$ cat config.mk
export PLATFORM = sky130hd
export DESIGN_NAME = boost_thermal_config_reg
export DESIGN_NICKNAME = d
export VERILOG_FILES = /design/src/include/boost_thermal_pkg.sv /design/src/design/level_sync.sv /design/src/design/boost_thermal_config_reg.sv
export SDC_FILE = /design/constraint.sdc
export NUM_CORES = 1
export LEC_CHECK = 0
export BUFFER_PORTS_ARGS = -buffer_cell sky130_fd_sc_hd__clkbuf_2
export CORE_ASPECT_RATIO = 1.75
export CORE_MARGIN = 4
export CORE_UTILIZATION = 50
export DETAILED_ROUTE_END_ITERATION = 7
export PLACE_DENSITY = 0.86
export SYNTH_ARGS = -nofsm -noshare
export SYNTH_HDL_FRONTEND = slang
export SYNTH_SLANG_ARGS = --single-unit
$ cat constraint.sdc
create_clock -name i_clk -period 2.1 [get_ports i_clk]
set_input_delay 0.525 -clock i_clk [delete_from_list [all_inputs] [get_ports i_clk]]
set_output_delay 0.525 -clock i_clk [all_outputs]
set_load 0.005 [all_outputs]
$ cat src/include/boost_thermal_pkg.sv
`default_nettype none
package boost_thermal_pkg;

   // register location and reset image
   localparam logic [7:0] CFG_ADDR = 8'h06;
   localparam logic [7:0] CFG_RESET = 8'h73;

   // field positions
   localparam int VCODE_MSB = 7;
   localparam int VCODE_LSB = 4;
   localparam int BHOT_MSB = 3;
   localparam int BHOT_LSB = 2;
   localparam int DIE_TEMP_REGULATION_SELECT_MSB = 1;
   localparam int DIE_TEMP_REGULATION_SELECT_LSB = 0;

   // boost voltage decode, millivolts
   localparam logic [12:0] BOOST_BASE_MV = 13'h11c6;
   localparam int BOOST_STEP_SHIFT = 6;

   // thermistor thresholds, percent of the internal regulator rail
   localparam logic [5:0] PCT_THR_A = 6'h21;
   localparam logic [5:0] PCT_THR_B = 6'h24;
   localparam logic [5:0] PCT_THR_C = 6'h1e;
   localparam logic [5:0] PCT_THR_OFF = 6'h00;

   // die temperature regulation, degrees celsius
   localparam logic [6:0] DIE_TEMP_0 = 7'h3c;
   localparam logic [6:0] DIE_TEMP_1 = 7'h50;
   localparam logic [6:0] DIE_TEMP_2 = 7'h64;
   localparam logic [6:0] DIE_TEMP_3 = 7'h78;

   // number of thermistor comparators
   localparam int NUM_THR = 3;

   // boost temperature threshold selection
   typedef enum logic [1:0] {
      THR_A = 2'b00,
      THR_B = 2'b01,
      THR_C = 2'b10,
      THR_OFF = 2'b11
   } boost_thr_t;

   function automatic logic [5:0] thr_pct(input boost_thr_t sel);
      unique case (sel)
         THR_A: thr_pct = PCT_THR_A;
         THR_B: thr_pct = PCT_THR_B;
         THR_C: thr_pct = PCT_THR_C;
         THR_OFF: thr_pct = PCT_THR_OFF;
      endcase
   endfunction : thr_pct

   function automatic logic [6:0] die_temp(input logic [1:0] sel);
      unique case (sel)
         2'b00: die_temp = DIE_TEMP_0;
         2'b01: die_temp = DIE_TEMP_1;
         2'b10: die_temp = DIE_TEMP_2;
         2'b11: die_temp = DIE_TEMP_3;
      endcase
   endfunction : die_temp

endpackage : boost_thermal_pkg
`default_nettype wire

$ cat src/design/level_sync.sv
`timescale 1ns/1ns
`default_nettype none
module level_sync (
   // clock and reset
   input wire logic i_clk,
   input wire logic i_rst,
   // asynchronous level in, synchronised level out
   input wire logic i_async,
   output logic o_sync
);

   logic meta_q;

   always_ff @(posedge i_clk) begin
      if (i_rst) begin
         meta_q <= 1'b0;
         o_sync <= 1'b0;
      end else begin
         meta_q <= i_async;
         o_sync <= meta_q;
      end
   end

endmodule : level_sync
`default_nettype wire

$ cat src/design/boost_thermal_config_reg.sv
`timescale 1ns/1ns
`default_nettype none
module boost_thermal_config_reg
   import boost_thermal_pkg::*;
(
   // clock and resets
   input wire logic i_clk,
   input wire logic i_rst,
   input wire logic i_soft_rst,
   // register access from the serial control port
   input wire logic i_wr_en,
   input wire logic i_rd_en,
   input wire logic [7:0] i_addr,
   input wire logic [7:0] i_wr_data,
   output logic [7:0] o_rd_data,
   output logic o_rd_valid,
   // thermistor comparators, high when hotter than threshold a, b, c
   input wire logic [NUM_THR-1:0] i_ntc_hot,
   // decoded settings
   output logic [3:0] o_otg_output_voltage_code,
   output logic [12:0] o_boost_voltage_mv,
   output logic [1:0] o_boost_temp_select,
   output logic [5:0] o_boost_temp_pct,
   output logic [1:0] o_die_temp_regulation_select,
   output logic [6:0] o_die_temp_c,
   // boost temperature supervision
   output logic o_boost_stop,
   output logic o_thermistor_fault_flag
);

   ////////////////////////////////////////////////////////////////////////////////
   // storage

   logic [7:0] cfg_q;
   logic [NUM_THR-1:0] hot_s;
   logic wr_hit;
   logic rd_hit;
   boost_thr_t thr_sel;
   boost_thr_t fault_sel;

   function automatic logic hot_of(input boost_thr_t sel, input logic [NUM_THR-1:0] hot);
      unique case (sel)
         THR_A: hot_of = hot[0];
         THR_B: hot_of = hot[1];
         THR_C: hot_of = hot[2];
         THR_OFF: hot_of = 1'b0;
      endcase
   endfunction : hot_of

   assign wr_hit = i_wr_en && (i_addr == CFG_ADDR);
   assign rd_hit = i_rd_en && (i_addr == CFG_ADDR);
   assign thr_sel = boost_thr_t'(cfg_q[BHOT_MSB:BHOT_LSB]);
   assign fault_sel = (thr_sel == THR_OFF) ? THR_A : thr_sel;

   always_ff @(posedge i_clk) begin
      if (i_rst || i_soft_rst) begin
         cfg_q <= CFG_RESET;
      end else if (wr_hit) begin
         cfg_q <= i_wr_data;
      end
   end

   ////////////////////////////////////////////////////////////////////////////////
   // read port

   always_ff @(posedge i_clk) begin
      if (i_rst) begin
         o_rd_data <= 8'h00;
         o_rd_valid <= 1'b0;
      end else begin
         o_rd_valid <= i_rd_en;
         o_rd_data <= rd_hit ? cfg_q : 8'h00;
      end
   end

   ////////////////////////////////////////////////////////////////////////////////
   // decoded settings

   always_ff @(posedge i_clk) begin
      if (i_rst) begin
         o_otg_output_voltage_code <= 4'h0;
         o_boost_voltage_mv <= BOOST_BASE_MV;
         o_boost_temp_select <= 2'h0;
         o_boost_temp_pct <= PCT_THR_A;
         o_die_temp_regulation_select <= 2'h0;
         o_die_temp_c <= DIE_TEMP_0;
      end else begin
         o_otg_output_voltage_code <= cfg_q[VCODE_MSB:VCODE_LSB];
         o_boost_voltage_mv <= BOOST_BASE_MV
            + (13'(cfg_q[VCODE_MSB:VCODE_LSB]) << BOOST_STEP_SHIFT);
         o_boost_temp_select <= cfg_q[BHOT_MSB:BHOT_LSB];
         o_boost_temp_pct <= thr_pct(thr_sel);
         o_die_temp_regulation_select <= cfg_q[DIE_TEMP_REGULATION_SELECT_MSB:DIE_TEMP_REGULATION_SELECT_LSB];
         o_die_temp_c <= die_temp(cfg_q[DIE_TEMP_REGULATION_SELECT_MSB:DIE_TEMP_REGULATION_SELECT_LSB]);
      end
   end

   ////////////////////////////////////////////////////////////////////////////////
   // thermistor supervision

   for (genvar g = 0; g < NUM_THR; g++) begin : g_sync
      level_sync u_sync (
         .i_clk(i_clk),
         .i_rst(i_rst),
         .i_async(i_ntc_hot[g]),
         .o_sync(hot_s[g])
      );
   end

   always_ff @(posedge i_clk) begin
      if (i_rst) begin
         o_boost_stop <= 1'b0;
         o_thermistor_fault_flag <= 1'b0;
      end else begin
         o_boost_stop <= hot_of(thr_sel, hot_s);
         o_thermistor_fault_flag <= hot_of(fault_sel, hot_s);
      end
   end
endmodule : boost_thermal_config_reg
`default_nettype wire

==> summary.md <==
| Metric | Value |
|---|---|
| Vias in the first global route | `between 1k and 1.5k` |
| Hold WS | `around 440 ps` |
| Most common cell after layout, fill and taps aside | `clkbuf_2` |
| Fin. max-slew vios | `0` |
| Max incr delay on CP | `~380 ps` |
| Syn Inst Count | `roughly 160` |
| Synthesized area | `1670 um2` |
| Core area | `3180 um2` |
| Die outline height | `84.5 um` |
| RSZ-0062 raised after global routing | `false` |
| Starting DRT DRC Count | `14` |
| Final routed DRC violation total | `0` |
| First-pass DRT Iterations | `2` |
| Die footprint | `around 4400 um2` |
| Post-CTS Hold Buffers | `0` |
| Routability cong. | `approximately 0.74` |
| Number of buffers created by CTS | `5` |
| Die W | `51.7 um` |
| Largest net degree at the start of global routing | `19` |
| Final period util | `0.648` |
| Clock sink total | `47` |
| Worst vdd ir | `around 0.73 mV` |
| IO Count | `69` |
| H-tree Lvls | `2` |
| GRT Util Overall | `0.141` |
| Layout cells sized above 1 | `0.344` |
| Vias per inst | `4.46` |
| Post-CTS setup buffer count | `0` |
| Area of the multi-input gates | `~630 um2` |
| Buffers on Ports | `58` |
| Skew final | `roughly 2.6 ps` |
| CTS max path bufs | `2` |
| Root Driver | `clkbuf_8` |
| Setup violations, final | `0` |
| Register Area | `941 um2` |
| Wire per inst | `10.5 um` |
| FF+latch count, synth | `47` |
| Worst setup EP type | `flop` |
| Gr ovfl total | `0` |
| Crit path DAT | `1540 ps` |
| Synth cell types | `25` |
| Total Nets Final | `247` |
| Endpoints failing hold | `0` |
| Antenna Diode Count | `0` |
| Dpl hpwl | `approximately 2.2 mm` |
| Setup TNS | `0 ps` |
| Lkg Pwr | `roughly 1.0 nW` |
| Row count | `27` |
| Status | `complete, no violations` |
| Final Critical Period | `around 1400 ps` |
| Worst-path clk slew | `roughly 70 ps` |
| Fillers | `around 290` |
| PwrDens | `just over 800 nW/um2` |
| Initial antenna violation count | `0` |
| Max Cap Viol | `0` |
| CP Launch Type | `input port` |
| CP delay by family, top | `simple AND/OR/NAND/NOR gates` |
| Cell Chain, Critical Path | `clkbuf_2 -> nor4_4 -> nand3_4 -> a211o_1` |
| First-pass GRT wire length | `approximately 4.5 mm` |
| Final WL | `approximately 2.7 mm` |
| Resized cells post-CTS | `0` |
| Initial Util | `0.527` |
| Crit path kind | `input port to flop` |
| Most frequent cells in the layout | `58 x clkbuf_2, 47 x dfxtp_1, 17 x nor2_1` |
| CTS tree | `yes` |
| Area grow syn2layout | `24.4%` |
| Syn Area/Cell | `around 11 um2` |
| Worst EP required | `around 2300 ps` |
| Max stage delay cell, worst path | `nor4_4` |
| Post-synthesis sequential area ratio | `0.562` |
| Buffers & Inverters on Critical Path | `1` |
| Synthesis Warnings | `0` |
| Antenna Nets Post-Route | `0` |
| Final core occ | `0.656` |
| Clk_lat worst skew | `around 290 ps` |
| Class of the worst hold path | `input port to flop` |
| Max Freq | `around 0.73 GHz` |
| Vias | `between 1k and 1.5k` |
| Crit path max fanout | `8` |
[cell usage after synthesis, drive strengths merged]
| master | instances | area share |
|---|---|---|
| a211o | 2 | 0.010 |
| mux2i | 6 | 0.036 |
| a221oi | 1 | 0.0052 |
| and2 | 8 | 0.030 |
| nor3 | 3 | 0.0090 |
| and4bb | 1 | 0.0075 |
| nand3 | 1 | 0.010 |
| or3 | 3 | 0.011 |
| inv | 8 | 0.018 |
| a211oi | 1 | 0.0045 |
| ha | 9 | 0.067 |
| nor2 | 17 | 0.038 |
| nand2b | 4 | 0.015 |
| and3 | 1 | 0.0045 |
| xnor2 | 1 | 0.0052 |
| and4 | 2 | 0.012 |
| or2 | 2 | 0.0075 |
| clkbuf | 4 | 0.0090 |
| buf | 12 | 0.054 |
| nand2 | 6 | 0.013 |
| a22oi | 1 | 0.0045 |
| dfxtp | 47 | 0.56 |
| nor2b | 13 | 0.049 |
| nor4 | 1 | 0.013 |
| conb | 2 | 0.0045 |
[state kept, by name (all words and copies together), names as in the netlist, 3 cells and up]
register	count
cfg_q	8
o_boost_voltage_mv	5
o_die_temp_c	5
o_rd_data	8
g_sync.u_sync.meta_q	3
o_boost_temp_pct	4
g_sync.u_sync.o_sync	3
o_otg_output_voltage_code	4
[routing by layer]
layer  GRT usage  vias to the layer above  wire length, um
met1       0.130                      503             1010
met3      0.0462                        7              248
met4      0.0931                        0               85
met2       0.251                       55             1380
met5           0                        -                0
li1            -                      586                -
[through the flow]
step	setup WS, ps	total power [mW]	area (um2)	cells
6_report	739	1.72	2080	258
5_1_grt	715	1.80	2080	258
4_1_cts	739	1.74	2080	258
3_5_place_dp	421	1.00	1950	250
3_3_place_gp	494	1.00	1950	250
2_1_floorplan	637	0.977	1700	164
[power by group]
group | total (mW) | switching [mW] | internal (mW)
logic | 0.0713 | 0.0366 | 0.0347
clock network | 0.738 | 0.263 | 0.475
registers | 0.912 | 0.00420 | 0.907
total | 1.72 | 0.304 | 1.42
[cells by family (layout without fill, tap and decap cells)]
family / count (synthesis) / after routing / synth area share
AOI/OAI and AO/OA: 5 / 5 / 0.0247
xor gates and xnor gates: 1 / 1 / 0.00523
adders and majority gates: 9 / 9 / 0.0673
buffers and inverters: 24 / 75 / 0.0807
DFF: 47 / 47 / 0.562
muxes: 6 / 6 / 0.0359
other: 2 / 10 / 0.00449
and+or+nand+nor: 62 / 62 / 0.220
[final timing paths]
path / slack (ps) / cells after the start / from / end
max reg2reg: 860 / 4 / cfg_q[4] / o_boost_voltage_mv[8]
max: 740 / 4 / i_addr[5] / cfg_q[0]
min: 440 / 2 / i_ntc_hot[1] / g_sync[1].u_sync.meta_q
min reg2reg: 450 / 1 / g_sync[0].u_sync.meta_q / g_sync[0].u_sync.o_sync
[area by class of cell]
| type | count | area share |
|---|---|---|
| multi-input combinational | 93 | 0.302 |
| clock buffer | 6 | 0.0348 |
| clock inverter | 2 | 0.0288 |
| sequential | 47 | 0.452 |
| inverter | 8 | 0.0144 |
| tap | 43 | 0.0258 |
| timing repair buffer | 59 | 0.143 |
Note: power is estimated with default switching activity, not from simulation.
